===== config.mk =====
export PLATFORM = sky130hd
export DESIGN_NAME = page_relocation_space_select
export DESIGN_NICKNAME = d
export VERILOG_FILES = /design/src/mmu_pkg.sv /design/src/page_relocation_space_select.sv
export SDC_FILE = /design/constraint.sdc
export NUM_CORES = 2
export LEC_CHECK = 0
export BUFFER_PORTS_ARGS = -buffer_cell sky130_fd_sc_hd__buf_4
export CAP_MARGIN = 25
export CELL_PAD_IN_SITES_DETAIL_PLACEMENT = 0
export CELL_PAD_IN_SITES_GLOBAL_PLACEMENT = 1
export CORE_MARGIN = 2
export CORE_UTILIZATION = 45
export CTS_CLUSTER_SIZE = 10
export DETAILED_ROUTE_END_ITERATION = 8
export PLACE_DENSITY_LB_ADDON = 0.1
export RECOVER_POWER = 50
export SYNTH_ARGS = -nofsm -noshare
export SYNTH_HDL_FRONTEND = slang
export SYNTH_SLANG_ARGS = --single-unit

===== constraint.sdc =====
create_clock -name clock -period 3.9 [get_ports clock]
set_input_delay 0.78 -clock clock [delete_from_list [all_inputs] [get_ports clock]]
set_output_delay 0.78 -clock clock [all_outputs]
set_load 0.005 [all_outputs]

===== src/mmu_pkg.sv =====
package mmu_pkg;
  // register byte addresses
  localparam logic [11:0] BASE_OFS = 12'h000;
  localparam logic [11:0] DESC_OFS = 12'h100;
  localparam logic [11:0] CSR_OFS = 12'h200;
  localparam logic [11:0] SEN_OFS = 12'h204;
  // control/status field positions
  localparam int CSR_EN = 0;
  localparam int CSR_PAGE_LO = 1;
  localparam int CSR_SPACE = 4;
  localparam int CSR_MODE_LO = 5;
  localparam int CSR_TRAP_EN = 9;
  localparam int CSR_TRAPPED = 12;
  localparam int CSR_RDONLY = 13;
  localparam int CSR_NONRES = 15;
  // descriptor field positions
  localparam int DESC_A = 7;
  localparam int DESC_W = 6;
  // space enable bits (user is bit 0)
  localparam int SEN_USER = 0;
  localparam int SEN_SUPER = 1;
  localparam int SEN_KERNEL = 2;
  localparam int PAGES = 48;
  localparam int BASE_SHIFT = 6;
  // reset values
  localparam logic [15:0] CSR_RST = 16'h0000;
  localparam logic [2:0] SEN_RST = 3'h0;
  localparam logic [15:0] DESC_RST = 16'h0000;
  localparam logic [11:0] BASE_RST = 12'h000;
  // processor modes
  localparam logic [1:0] MODE_KERNEL = 2'h0;
  localparam logic [1:0] MODE_SUPER = 2'h1;
  localparam logic [1:0] MODE_USER = 2'h3;
  // reference kinds
  localparam logic [2:0] REF_FETCH = 3'h0;
  localparam logic [2:0] REF_ISTREAM = 3'h1;
  localparam logic [2:0] REF_DATA = 3'h2;
  localparam logic [2:0] REF_INDIRECT = 3'h3;
  localparam logic [2:0] REF_VECTOR = 3'h4;
  // access keys
  localparam logic [2:0] KEY_RO_TRAP = 3'h1;
  localparam logic [2:0] KEY_RO = 3'h2;
  localparam logic [2:0] KEY_RW_TRAP = 3'h4;
  localparam logic [2:0] KEY_RW_WTRAP = 3'h5;
  localparam logic [2:0] KEY_RW = 3'h6;
  // bus responses
  localparam logic [1:0] RESP_OKAY = 2'h0;
  localparam logic [1:0] RESP_SLVERR = 2'h2;
endpackage


===== src/page_relocation_space_select.sv =====
`timescale 1ns/1ps
`default_nettype none
module page_relocation_space_select (
  input wire logic clock,
  input wire logic rstn,
  input wire logic [11:0] s_axi_awaddr,
  input wire logic s_axi_awvalid,
  output logic s_axi_awready,
  input wire logic [31:0] s_axi_wdata,
  input wire logic [3:0] s_axi_wstrb,
  input wire logic s_axi_wvalid,
  output logic s_axi_wready,
  output logic [1:0] s_axi_bresp,
  output logic s_axi_bvalid,
  input wire logic s_axi_bready,
  input wire logic [11:0] s_axi_araddr,
  input wire logic s_axi_arvalid,
  output logic s_axi_arready,
  output logic [31:0] s_axi_rdata,
  output logic [1:0] s_axi_rresp,
  output logic s_axi_rvalid,
  input wire logic s_axi_rready,
  input wire logic req_valid,
  input wire logic [15:0] req_va,
  input wire logic req_write,
  input wire logic [2:0] req_kind,
  input wire logic [1:0] cur_mode,
  input wire logic [1:0] prev_mode,
  input wire logic use_prev,
  input wire logic prev_ispace,
  input wire logic instr_end,
  input wire logic sys_reset,
  output logic pa_valid,
  output logic [17:0] pa_addr,
  output logic pa_abort,
  output logic trap_req,
  input wire logic dma_valid,
  input wire logic [17:0] dma_addr,
  output logic mem_dma_valid,
  output logic [17:0] mem_dma_addr
);

  ////////////////////////////////////////////////////////////////////////////
  // decoding shared by read and write paths

  // returns {hit kind, index}: 1 base, 2 descriptor, 3 csr/space enable
  function automatic logic [7:0] decode(input logic [11:0] a);
    logic [7:0] r;
    r = 8'h00;
    if (a[11:8] == mmu_pkg::BASE_OFS[11:8] && a[7:6] != 2'h3) begin
      r = {2'h1, a[7:2]};
    end else if (a[11:8] == mmu_pkg::DESC_OFS[11:8] && a[7:6] != 2'h3) begin
      r = {2'h2, a[7:2]};
    end else if (a == mmu_pkg::CSR_OFS) begin
      r = 8'hc0;
    end else if (a == mmu_pkg::SEN_OFS) begin
      r = 8'hc1;
    end
    return r;
  endfunction

  // mode to register bank number: kernel 0, super 1, user 2
  function automatic logic [1:0] bank(input logic [1:0] m);
    logic [1:0] b;
    b = 2'h2;
    if (m == mmu_pkg::MODE_KERNEL) begin
      b = 2'h0;
    end else if (m == mmu_pkg::MODE_SUPER) begin
      b = 2'h1;
    end
    return b;
  endfunction

  ////////////////////////////////////////////////////////////////////////////
  // state

  logic [11:0] base_r [mmu_pkg::PAGES]; // page_base_register bank
  logic [11:0] base_nxt [mmu_pkg::PAGES];
  logic [15:0] desc_r [mmu_pkg::PAGES]; // page_descriptor_register bank
  logic [15:0] desc_nxt [mmu_pkg::PAGES];
  logic [15:0] csr_r, csr_nxt; // control_status_register
  logic [2:0] sen_r, sen_nxt; // space_enable_register
  logic captured_r, captured_nxt; // status frozen for this instruction
  logic trap_pend_r, trap_pend_nxt;
  logic trap_req_r, trap_req_nxt;
  logic pa_valid_r, pa_valid_nxt;
  logic [17:0] pa_addr_r, pa_addr_nxt;
  logic pa_abort_r, pa_abort_nxt;
  logic dma_v_r, dma_v_nxt;
  logic [17:0] dma_a_r, dma_a_nxt;
  // bus side
  logic aw_have_r, aw_have_nxt;
  logic [11:0] aw_addr_r, aw_addr_nxt;
  logic w_have_r, w_have_nxt;
  logic [31:0] w_data_r, w_data_nxt;
  logic [3:0] w_strb_r, w_strb_nxt;
  logic awready_r, awready_nxt;
  logic wready_r, wready_nxt;
  logic bvalid_r, bvalid_nxt;
  logic [1:0] bresp_r, bresp_nxt;
  logic arready_r, arready_nxt;
  logic rvalid_r, rvalid_nxt;
  logic [31:0] rdata_r, rdata_nxt;
  logic [1:0] rresp_r, rresp_nxt;

  ////////////////////////////////////////////////////////////////////////////
  // reference lookup

  logic [1:0] ref_mode; // mode whose sets map this reference
  logic [1:0] ref_bank;
  logic dsp_on; // data space enabled for that mode
  logic sel_d; // data space set chosen
  logic [5:0] sel_idx;
  logic [2:0] key;
  logic mmu_on;
  logic ab_nonres, ab_rdonly, trap_hit;
  logic [17:0] reloc;

  // space and bank choice, key decode
  always_comb begin
    ref_mode = use_prev ? prev_mode : cur_mode;
    if (req_kind == mmu_pkg::REF_VECTOR) begin
      ref_mode = mmu_pkg::MODE_KERNEL;
    end
    ref_bank = bank(ref_mode);
    case (ref_bank)
      2'h0: dsp_on = sen_r[mmu_pkg::SEN_KERNEL];
      2'h1: dsp_on = sen_r[mmu_pkg::SEN_SUPER];
      default: dsp_on = sen_r[mmu_pkg::SEN_USER];
    endcase
    // fetch and istream words stay in instruction space except under the user override below
    sel_d = dsp_on && !prev_ispace &&
      (req_kind == mmu_pkg::REF_DATA || req_kind == mmu_pkg::REF_INDIRECT);
    // user reading own instruction space: no peeking at execute-only
    if (prev_ispace && cur_mode == mmu_pkg::MODE_USER &&
        prev_mode == mmu_pkg::MODE_USER && sen_r[mmu_pkg::SEN_USER]) begin
      sel_d = 1'b1;
    end
    sel_idx = {ref_bank, sel_d, req_va[15:13]};
    key = desc_r[sel_idx][2:0];
    reloc = {base_r[sel_idx], 6'h00} + {5'h00, req_va[12:0]};
    mmu_on = csr_r[mmu_pkg::CSR_EN];
    ab_nonres = key == 3'h0 || key == 3'h3 || key == 3'h7;
    ab_rdonly = req_write &&
      (key == mmu_pkg::KEY_RO_TRAP || key == mmu_pkg::KEY_RO);
    trap_hit = (key == mmu_pkg::KEY_RO_TRAP && !req_write) ||
      key == mmu_pkg::KEY_RW_TRAP ||
      (key == mmu_pkg::KEY_RW_WTRAP && req_write);
  end

  ////////////////////////////////////////////////////////////////////////////
  // bus write decode

  logic do_write;
  logic [7:0] wdec;
  logic [15:0] wval; // byte-lane merged low half
  always_comb begin
    do_write = aw_have_r && w_have_r && !bvalid_r;
    wdec = decode(aw_addr_r);
    wval = 16'h0000;
    if (w_strb_r[0]) begin
      wval[7:0] = w_data_r[7:0];
    end
    if (w_strb_r[1]) begin
      wval[15:8] = w_data_r[15:8];
    end
  end

  ////////////////////////////////////////////////////////////////////////////
  // page registers: software write, then hardware flag set wins
  logic hw_go; // live mapped reference
  always_comb begin
    hw_go = req_valid && mmu_on;
    for (int i = 0; i < mmu_pkg::PAGES; i++) begin
      base_nxt[i] = base_r[i];
      desc_nxt[i] = desc_r[i];
      if (do_write && wdec[5:0] == 6'(i)) begin
        if (wdec[7:6] == 2'h1) begin
          base_nxt[i] = wval[11:0];
        end else if (wdec[7:6] == 2'h2) begin
          desc_nxt[i] = wval;
          desc_nxt[i][mmu_pkg::DESC_A] = 1'b0;
          desc_nxt[i][mmu_pkg::DESC_W] = 1'b0;
        end
      end
      if (hw_go && sel_idx == 6'(i)) begin
        if (trap_hit) begin
          desc_nxt[i][mmu_pkg::DESC_A] = 1'b1;
        end
        if (req_write && !ab_nonres && !ab_rdonly) begin
          desc_nxt[i][mmu_pkg::DESC_W] = 1'b1;
        end
      end
    end
  end

  ////////////////////////////////////////////////////////////////////////////
  // control, status, trap and translated address
  always_comb begin
    csr_nxt = csr_r;
    sen_nxt = sen_r;
    captured_nxt = captured_r;
    trap_pend_nxt = trap_pend_r;
    trap_req_nxt = 1'b0;
    pa_valid_nxt = req_valid;
    pa_addr_nxt = {2'h0, req_va};
    pa_abort_nxt = 1'b0;
    dma_v_nxt = dma_valid;
    dma_a_nxt = dma_addr;
    if (do_write && wdec == 8'hc0) begin
      csr_nxt = wval;
      captured_nxt = 1'b0; // software rearms the capture
    end else if (do_write && wdec == 8'hc1) begin
      sen_nxt = wval[2:0];
    end
    if (instr_end) begin
      trap_req_nxt = trap_pend_r;
      trap_pend_nxt = 1'b0;
      captured_nxt = 1'b0;
    end
    if (hw_go) begin
      pa_addr_nxt = reloc;
      pa_abort_nxt = ab_nonres || ab_rdonly;
      if (trap_hit && csr_r[mmu_pkg::CSR_TRAP_EN]) begin
        trap_pend_nxt = !instr_end;
        trap_req_nxt = trap_req_nxt || instr_end;
        csr_nxt[mmu_pkg::CSR_TRAPPED] = 1'b1;
      end
      if (ab_nonres) begin
        csr_nxt[mmu_pkg::CSR_NONRES] = 1'b1;
      end
      if (ab_rdonly) begin
        csr_nxt[mmu_pkg::CSR_RDONLY] = 1'b1;
      end
      // only the first event of the instruction names the page
      if ((ab_nonres || ab_rdonly ||
           (trap_hit && csr_r[mmu_pkg::CSR_TRAP_EN])) && !captured_r) begin
        csr_nxt[mmu_pkg::CSR_MODE_LO+:2] = ref_mode;
        csr_nxt[mmu_pkg::CSR_SPACE] = sel_d;
        csr_nxt[mmu_pkg::CSR_PAGE_LO+:3] = req_va[15:13];
        captured_nxt = 1'b1;
      end
    end
    if (sys_reset) begin
      csr_nxt[mmu_pkg::CSR_EN] = 1'b0;
    end
  end

  ////////////////////////////////////////////////////////////////////////////
  // axi4-lite handshakes; one write and one read in flight at most
  logic [7:0] rdec;
  always_comb begin
    aw_have_nxt = aw_have_r;
    aw_addr_nxt = aw_addr_r;
    w_have_nxt = w_have_r;
    w_data_nxt = w_data_r;
    w_strb_nxt = w_strb_r;
    bvalid_nxt = bvalid_r;
    bresp_nxt = bresp_r;
    rvalid_nxt = rvalid_r;
    rdata_nxt = rdata_r;
    rresp_nxt = rresp_r;
    rdec = decode(s_axi_araddr);
    if (s_axi_awvalid && awready_r) begin
      aw_have_nxt = 1'b1;
      aw_addr_nxt = s_axi_awaddr;
    end
    if (s_axi_wvalid && wready_r) begin
      w_have_nxt = 1'b1;
      w_data_nxt = s_axi_wdata;
      w_strb_nxt = s_axi_wstrb;
    end
    if (bvalid_r && s_axi_bready) begin
      bvalid_nxt = 1'b0;
    end
    if (do_write) begin
      aw_have_nxt = 1'b0;
      w_have_nxt = 1'b0;
      bvalid_nxt = 1'b1;
      bresp_nxt = wdec == 8'h00 ? mmu_pkg::RESP_SLVERR : mmu_pkg::RESP_OKAY;
    end
    if (rvalid_r && s_axi_rready) begin
      rvalid_nxt = 1'b0;
    end
    if (s_axi_arvalid && arready_r) begin
      rvalid_nxt = 1'b1;
      rresp_nxt = mmu_pkg::RESP_OKAY;
      case (rdec[7:6])
        2'h1: rdata_nxt = {20'h0_0000, base_r[rdec[5:0]]};
        2'h2: rdata_nxt = {16'h0000, desc_r[rdec[5:0]]};
        2'h3: rdata_nxt = rdec[0] ? {29'h0, sen_r} : {16'h0000, csr_r};
        default: begin
          rdata_nxt = 32'h0000_0000;
          rresp_nxt = mmu_pkg::RESP_SLVERR;
        end
      endcase
    end
    // readies drop while a beat is held or its answer waits
    awready_nxt = !aw_have_nxt && !bvalid_nxt;
    wready_nxt = !w_have_nxt && !bvalid_nxt;
    arready_nxt = !rvalid_nxt;
  end

  ////////////////////////////////////////////////////////////////////////////
  // registers
  always_ff @(posedge clock or negedge rstn) begin
    if (!rstn) begin
      for (int i = 0; i < mmu_pkg::PAGES; i++) begin
        base_r[i] <= mmu_pkg::BASE_RST;
        desc_r[i] <= mmu_pkg::DESC_RST;
      end
      csr_r <= mmu_pkg::CSR_RST;
      sen_r <= mmu_pkg::SEN_RST;
      captured_r <= 1'b0;
      trap_pend_r <= 1'b0;
      trap_req_r <= 1'b0;
      pa_valid_r <= 1'b0;
      pa_addr_r <= 18'h0_0000;
      pa_abort_r <= 1'b0;
      dma_v_r <= 1'b0;
      dma_a_r <= 18'h0_0000;
      aw_have_r <= 1'b0;
      aw_addr_r <= 12'h000;
      w_have_r <= 1'b0;
      w_data_r <= 32'h0000_0000;
      w_strb_r <= 4'h0;
      awready_r <= 1'b0;
      wready_r <= 1'b0;
      bvalid_r <= 1'b0;
      bresp_r <= 2'h0;
      arready_r <= 1'b0;
      rvalid_r <= 1'b0;
      rdata_r <= 32'h0000_0000;
      rresp_r <= 2'h0;
    end else begin
      base_r <= base_nxt;
      desc_r <= desc_nxt;
      csr_r <= csr_nxt;
      sen_r <= sen_nxt;
      captured_r <= captured_nxt;
      trap_pend_r <= trap_pend_nxt;
      trap_req_r <= trap_req_nxt;
      pa_valid_r <= pa_valid_nxt;
      pa_addr_r <= pa_addr_nxt;
      pa_abort_r <= pa_abort_nxt;
      dma_v_r <= dma_v_nxt;
      dma_a_r <= dma_a_nxt;
      aw_have_r <= aw_have_nxt;
      aw_addr_r <= aw_addr_nxt;
      w_have_r <= w_have_nxt;
      w_data_r <= w_data_nxt;
      w_strb_r <= w_strb_nxt;
      awready_r <= awready_nxt;
      wready_r <= wready_nxt;
      bvalid_r <= bvalid_nxt;
      bresp_r <= bresp_nxt;
      arready_r <= arready_nxt;
      rvalid_r <= rvalid_nxt;
      rdata_r <= rdata_nxt;
      rresp_r <= rresp_nxt;
    end
  end

  assign s_axi_awready = awready_r;
  assign s_axi_wready = wready_r;
  assign s_axi_bvalid = bvalid_r;
  assign s_axi_bresp = bresp_r;
  assign s_axi_arready = arready_r;
  assign s_axi_rvalid = rvalid_r;
  assign s_axi_rdata = rdata_r;
  assign s_axi_rresp = rresp_r;
  assign pa_valid = pa_valid_r;
  assign pa_addr = pa_addr_r;
  assign pa_abort = pa_abort_r;
  assign trap_req = trap_req_r;
  assign mem_dma_valid = dma_v_r;
  assign mem_dma_addr = dma_a_r;

  ////////////////////////////////////////////////////////////////////////////
  // checks
  a_dma_pass: assert property (@(posedge clock) disable iff (!rstn)
    dma_valid |=> mem_dma_valid && mem_dma_addr == $past(dma_addr))
    else $error("dma address altered");
  a_off_passthru: assert property (@(posedge clock)
    disable iff (!rstn) req_valid && !mmu_on |=>
    !pa_abort && pa_addr == {2'h0, $past(req_va)})
    else $error("disabled unit changed address");
  a_sysreset_off: assert property (@(posedge clock)
    disable iff (!rstn) sys_reset |=> !csr_r[mmu_pkg::CSR_EN])
    else $error("reset left relocation on");
  a_nonres_abort: assert property (@(posedge clock)
    disable iff (!rstn) hw_go && key == 3'h0 |=>
    pa_abort && csr_r[mmu_pkg::CSR_NONRES])
    else $error("non-resident not aborted");
  a_key2_write: assert property (@(posedge clock) disable iff (!rstn)
    hw_go && req_write && key == mmu_pkg::KEY_RO |=> pa_abort)
    else $error("read-only write not aborted");
  a_key6_free: assert property (@(posedge clock) disable iff (!rstn)
    hw_go && key == mmu_pkg::KEY_RW && !trap_pend_r && !instr_end
    |=> !pa_abort && !trap_pend_r)
    else $error("free page faulted");
  a_trap_end: assert property (@(posedge clock) disable iff (!rstn)
    instr_end && trap_pend_r |=> trap_req ##1 !trap_req)
    else $error("trap not raised at end");
  a_vector_kernel: assert property (@(posedge clock)
    disable iff (!rstn) req_valid && req_kind == mmu_pkg::REF_VECTOR
    |-> sel_idx[5:4] == 2'h0)
    else $error("vector not kernel mapped");
  a_dspace_off: assert property (@(posedge clock) disable iff (!rstn)
    req_valid && !dsp_on && !prev_ispace |-> !sel_d)
    else $error("data space used while off");

endmodule // page_relocation_space_select
`default_nettype wire


; ---- Word level (Yosys, flattened, before mapping)
; Index checks and enable logic that the tools add are counted.
[totals]
reg_bits = 1478
inputBits = 115
output_inout_bits = 81
wordCells = 898
[op_classes]
addsub = 1
order_cmp = 2
eq_ne = 122
muxes = 349
bitwise = 4
reduce_logical = 251
[ops]
columns = cell, count
row1 = 8-bit two-way mux, 154
row2 = 16-bit binary-select mux with 6-bit select, 2
row3 = "6-bit by 5-bit equality test with 1-bit output, second input constant", 32
row4 = "6-bit equality test, second input constant", 32
row5 = 12-bit binary-select mux with 6-bit select, 2
row6 = 3-bit AND reduction, 48
row7 = 1-bit logical AND, 124
row8 = 1-bit two-way mux, 121
row9 = 2-bit two-way mux, 55
row10 = 2-bit AND reduction, 49
row11 = "6-bit by 4-bit equality test with 1-bit output, second input constant", 16
row12 = 16-bit two-way mux, 4
row13 = "12-bit by 10-bit equality test with 1-bit output, second input constant", 4
row14 = "6-bit by 3-bit equality test with 1-bit output, second input constant", 8
row15 = 12-bit two-way mux, 4
row16 = 16-bit one-hot mux with 3 select lines, 1
row17 = "6-bit by 2-bit equality test with 1-bit output, second input constant", 4
row18 = 18-bit by 13-bit adder with 18-bit output, 1
row19 = 18-bit two-way mux, 1
row20 = "8-bit equality test, second input constant", 2
row21 = "7-bit greater-or-equal comparator, second input constant", 2
row22 = 6-bit inverter with 7-bit output, 2
row23 = "3-bit by 2-bit equality test with 1-bit output, second input constant", 4
row24 = "3-bit equality test, second input constant", 4
row25 = 19 further kinds, 53

; ---- Logic depth before layout (Yosys ltp)
[logic_depth]
ltp_word = 23
depth_mapped = 22
mapped_depth_nobuf = 18

; ---- Worst setup path after synthesis
; Ideal clock, no wire load.
[synth_path]
path_type = input-to-reg
from = input req_va[13]
to = register pa_addr_r[16], in the netlist pa_addr[16]
t_arrival_ns = 5.216
t_required_ns = 3.822
path_slack_ns = -1.394
stages = 21
path_buffers = 6
path_cell_list = buf_2 -> buf_6 -> buf_4 -> buf_2 -> buf_2 -> buf_2 -> mux4_2 -> mux4_2 -> o22ai_1 -> nor2_1 -> ha_1 -> fa_1 -> a21o_1 -> a21oi_1 -> o21bai_1 -> a21oi_1 -> nor2b_1 -> nor2_1 -> nor4_1 -> a31o_2 -> a21oi_1
[synth_between]
elab_chain_len = 6
[synth_lines]
columns = item, line_no
row1 = start: declaration, page_relocation_space_select.sv:24  ; input wire logic [15:0] req_va,
row2 = 6-bit inverter with 7-bit output (implied by the code), page_relocation_space_select.sv:141  ; reloc = {base_r[sel_idx], 6'h00} + {5'h00, req_va[12:0]};
row3 = 12-bit binary-select mux with 6-bit select, page_relocation_space_select.sv:141
row4 = 12-bit two-way mux (implied by the code) (2 in a row), page_relocation_space_select.sv:141
row5 = 18-bit by 13-bit adder with 18-bit output, page_relocation_space_select.sv:141
row6 = 18-bit two-way mux, page_relocation_space_select.sv:221  ; if (hw_go) begin
row7 = via pa_addr_nxt[16], page_relocation_space_select.sv:87  ; logic [17:0] pa_addr_r, pa_addr_nxt;
row8 = end signal: assignment, page_relocation_space_select.sv:344  ; pa_addr_r <= pa_addr_nxt;
row9 = end: declaration, page_relocation_space_select.sv:87
; The timed path passes the listed nets, and every way through them passes these cells. The select of a mux whose other input is x is not followed.
; A chain may end at the register's enable or synchronous reset.

; ---- Worst setup path after layout
[layout_path]
from = input use_prev
to = register pa_addr_r[17], in the netlist pa_addr[17]
[layout_between]
elab_chain_len = 16
word_cells_on_any_way = 18
[layout_lines]
columns = item, line_no
row1 = start: declaration, page_relocation_space_select.sv:29  ; input wire logic use_prev,
row2 = 2-bit two-way mux *, page_relocation_space_select.sv:121  ; ref_mode = use_prev ? prev_mode : cur_mode;
row3 = 2-bit two-way mux *, page_relocation_space_select.sv:122  ; if (req_kind == mmu_pkg::REF_VECTOR) begin
row4 = 2-bit by 1-bit equality test with 1-bit output, page_relocation_space_select.sv:68  ; end else if (m == mmu_pkg::MODE_SUPER) begin
row5 = 2-bit two-way mux, page_relocation_space_select.sv:68
row6 = 2-bit two-way mux *, page_relocation_space_select.sv:66  ; if (m == mmu_pkg::MODE_KERNEL) begin
row7 = 2-bit by 1-bit equality test with 1-bit output / 2-bit zero test (equally long branches), page_relocation_space_select.sv:126  ; case (ref_bank)
row8 = 1-bit one-hot mux with 2 select lines, page_relocation_space_select.sv:126
row9 = 1-bit logical AND (2 in a row), page_relocation_space_select.sv:132  ; sel_d = dsp_on && !prev_ispace &&
row10 = 1-bit two-way mux, page_relocation_space_select.sv:135  ; if (prev_ispace && cur_mode == mmu_pkg::MODE_USER &&
row11 = 6-bit inverter with 7-bit output (implied by the code) *, page_relocation_space_select.sv:141
row12 = 12-bit binary-select mux with 6-bit select *, page_relocation_space_select.sv:141
row13 = 12-bit two-way mux (implied by the code) * (2 in a row), page_relocation_space_select.sv:141
row14 = 18-bit by 13-bit adder with 18-bit output *, page_relocation_space_select.sv:141
row15 = 18-bit two-way mux *, page_relocation_space_select.sv:221
row16 = via pa_addr_nxt[17], page_relocation_space_select.sv:87
; Mark *: on every way through the listed nets, which the timed path passes. The rest lies on a longest branch. The select of a mux whose other input is x is not followed.

==> results.toml <==
[worst_setup_path]
critPathArrivalTime_ns = 4.59
crit_path_max_incr_delay_ns = 0.58
startpoint_type = "primary input"
timing.critical_path.max_delay_family = "multiplexers"
crit_path_end_kind = "flop"
critical_path_required_ns = 4.64
critical_path.cell_chain = "buf_6 -> mux2_4 -> nor4_4 -> o21ai_2 -> nand2_4 -> buf_12 -> buf_4 -> buf_6 -> mux4_2 -> mux2i_2 -> o21ai_1 -> ha_1 -> inv_1 -> o21bai_1 -> a21oi_1 -> o21ai_1 -> nor4b_4 -> nand4_1 -> mux2i_1"
critical-path-slowest-cell = "mux4_2"
worst-path-max-fanout = 7
crit_path_buf_inv_count = 5
worst-setup-path-type = "primary input to flop"
reg2reg_setup_slack_ns = 0.10

[pwr]
powerDensity_nw_per_um2 = 454.6
seq_power_share_pct = 43.6
irDropWorstVdd_mv = 0.5908
static-leakage-power_uw = 0.03516
pwr-share-clk_pct = 39.4
internal_power_uw = 25790
power.net_switching_uw = 11580
swShare_pct = 30.99
comb_power_share_pct = 17.0

[logic_synthesis]
yosys_most_used_dff = "dfrtp_1"
netlist_area_before_placement_um2 = 70320
syn_avg_cell_area_um2 = 10.79
postSynth.asyncResetShare_pct = 100.0
synth_enable_flop_cells = 0
synth.largest_area_cell = "dfrtp_1"
postSynthCellCount = 6519
post_synthesis_register_bit_count = 1460
netlist_top_cells_count = "1,708 x nand2_1, 1,460 x dfrtp_1, 1,332 x o21ai_0, 512 x mux4_2, 483 x clkbuf_1"
unique_masters_post_synth = 97
post_synth_main_area_contributors = "dfrtp_1 52%, mux4_2 16%, o21ai_0 9.5%, nand2_1 9.1%, clkbuf_1 2.6%"
synth_most_common_cell = "nand2_1"
fraction_of_synthesized_cell_area_taken_by_the_top_area_cell_type_pct = 51.95
synth.yosys.seq_area_share_pct = 51.95
synth_warnings = 0

[floorplanning]
design.core.area_um2 = 155700
initial_utilization_pct = 45.18
chipHeight_um = 399.3
die_area_um2 = 159400
core.rowCount = 145
boundaryPins = 196
die_w_um = 399.3

[sta]
final_max_slew_viol_count = 100
slew-limit-headroom_pct = -96.46
max_slew.worst_pin.slew_ns = 2.947
final-setup-viol-count = 0
skew_ns = 0.03125
clock.fmax_ghz = 0.2593
finalWorstPathRequiredPeriod_ns = 3.857
layout_worst_path_cycle_share_pct = 98.90
grt_setup_unrepaired = "yes"
hold_viol = 0
final_critical_path_setup_slack_ns = 0.04287

[placement]
gp_congestion = 0.9350
post-place-ws_ns = -0.9710
detailedPlacementHpwl_um = 174300
port-buffer-count = 159

[routing]
drt_pre_antenna_iters = 6
viasPerCell = 5.953
post-route-drc-count = 0
route.final.wire_length_um = 255700
vias = 53369
avgRoutedWirePerCell_um = 28.52
drt.antenna.violating_nets = 0
detail_route.iter0.violations = 5404

[cts]
cts.path.max_buffers = 3
number_of_h_tree_levels = 4
cts_num_sinks = 1460
tritoncts.num_buffers = 171
tritoncts = "done"
insertion_delay_ns = 0.83
worst_setup_hold_path_clk_slew_ns = 0.06
root_buffer = "clkbuf_16"

[cells_and_area]
layout.filler_cells = 13926
post-route-util_pct = 52.81
multi_input_area_um2 = 31370
area_added_between_synthesis_and_finish_pct = 16.89
fraction_of_layout_cells_with_a_size_suffix_above_1_pct = 23.52
final_net_count = 6958
ff_latch_area_um2 = 36540

[global_route]
grt_pass1_vias = 52714
antenna_found_initial = 12
grt_max_degree = 109
grt_overflow_total = 0
grt_first_pass_wirelength_um = 378000
global_route.usage.total_pct = 32.67

[run_status]
outcome = "finished, violations left"
violations = "max-capacitance violations, max-slew violations"

[flow_run]
maxCapViolations = 2

[worst_hold_path]
worstHoldPathType = "primary input to flop"
[power by group through the flow]
| stage | registers, uW | clock network (uW) | logic (uW) |
|---|---|---|---|
| 6_report | 16300 | 14700 | 6360 |
| 5_1_grt | 16300 | 15600 | 6750 |
| 4_1_cts | 16300 | 15000 | 6310 |
| 3_5_place_dp | 16500 | 0 | 6300 |
| 3_3_place_gp | 16500 | 0 | 6230 |
| 2_1_floorplan | 16200 | 0 | 3160 |
[final cells by class]
class                      count  share of cell area, %
antenna                        2               0.006089
inverter                      12                0.05480
clock buffer                 225                  5.636
timing repair buffer         756                  8.188
tap                         2058                  3.133
clock inverter                18                 0.3790
multi-input combinational   4434                  38.16
sequential                  1460                  44.45
[cells in the final DEF (no fill, tap or decap), types with 9 or more instances in the layout]
cell type	instances
a31oi_1	17
o21ai_0	1328
nor2b_1	28
clkbuf_4	31
inv_1	10
o21ai_2	10
clkbuf_1	44
mux2_2	47
nand2_2	9
dfrtp_1	1460
conb_1	18
o41ai_1	28
o211ai_1	13
and3_1	15
buf_6	11
nand2_4	13
a211oi_1	66
nand2_1	1687
and2_1	21
a22oi_1	15
mux2i_1	92
buf_4	622
buf_12	77
o41ai_2	20
clkbuf_16	172
mux4_2	512
nor3_1	10
o21ai_1	30
a21oi_1	41
clkbuf_8	13
a311oi_1	21
nand3_1	93
nor2_1	122
[kinds of logic (layout without fill, tap and decap cells)]
family / Yosys count / count (layout) / share of synthesized area, %
xor+xnor: 7 / 7 / 0.08718
simple gates: 2068 / 2068 / 11.84
compound gates: 1678 / 1678 / 13.49
mux: 655 / 655 / 18.53
fa+ha+maj: 8 / 8 / 0.1530
other cells: 1 / 20 / 0.005333
buf+inv: 642 / 1011 / 3.946
flops: 1460 / 1460 / 51.95
[path summary, 6_finish.rpt]
check / start / to / cells past startpoint
setup / recovery: use_prev / pa_addr[17] / 19
hold / removal: req_va[0] / pa_addr[0] / 1
setup reg to reg: sen_r[0] / pa_addr[17] / 18
hold reg to reg: desc_r[85] / desc_r[85] / 2
max in group asynchronous: rstn / desc_r[742] / 3
min in group asynchronous: rstn / desc_r[184] / 2
[repair_timing]
action / in CTS / in global routing
buffers inserted: 5 / 11
hold buffers: 1 / 0
resized for setup: 4 / 25
endpoints found under the hold margin: 12 / 0
setup endpoints to repair: 4 / 6
pin swaps: 3 / 20
[registers in the layout, summed over array words and instances (netlist names), 2 cells and up]
name / cells
aw_addr_r: 12
base_r: 576
s_axi_rdata: 16
pa_addr: 18
csr_r: 16
w_strb_r: 2
desc_r: 768
w_data_r: 16
mem_dma_addr: 18
sen_r: 3
[routing by layer]
metal | vias to the layer above | wire [um] | GRT usage, %
met3 | 452 | 20930 | 7.371
met4 | 10 | 10160 | 11.56
met5 | - | 63 | 0
li1 | 23736 | - | -
met2 | 2054 | 113100 | 48.62
met1 | 27117 | 111400 | 47.19
[worst reg2reg max path: stages, from the launching register on]
cell and delay [ns]:
dfrtp_1 0.40, nand2_2 0.10, nor3_4 0.17, nor2_2 0.09
nand2_4 0.17, buf_12 0.17, buf_4 0.12, buf_6 0.14
mux4_2 0.58, mux2i_2 0.21, o21ai_1 0.08, ha_1 0.30
inv_1 0.06, o21bai_1 0.14, a21oi_1 0.10, o21ai_1 0.20
nor4b_4 0.31, nand4_1 0.15, mux2i_1 0.21
[per-stage QoR]
stage	area, um^2	cells	power [uW]	hold slack [ns]	setup TNS (ns)
4_1_cts	82100	8952	37590	0.009509	0
3_5_place_dp	77090	8703	22830	0.4587	-28.30
6_report	82200	8965	37370	0.07850	0
2_1_floorplan	70500	6536	19410	0.4270	-4.389
5_1_grt	82200	8963	38720	0.02660	-0.4544
3_3_place_gp	77030	8700	22740	0.4517	-22.38
Note: power is estimated with default switching activity, not from simulation.
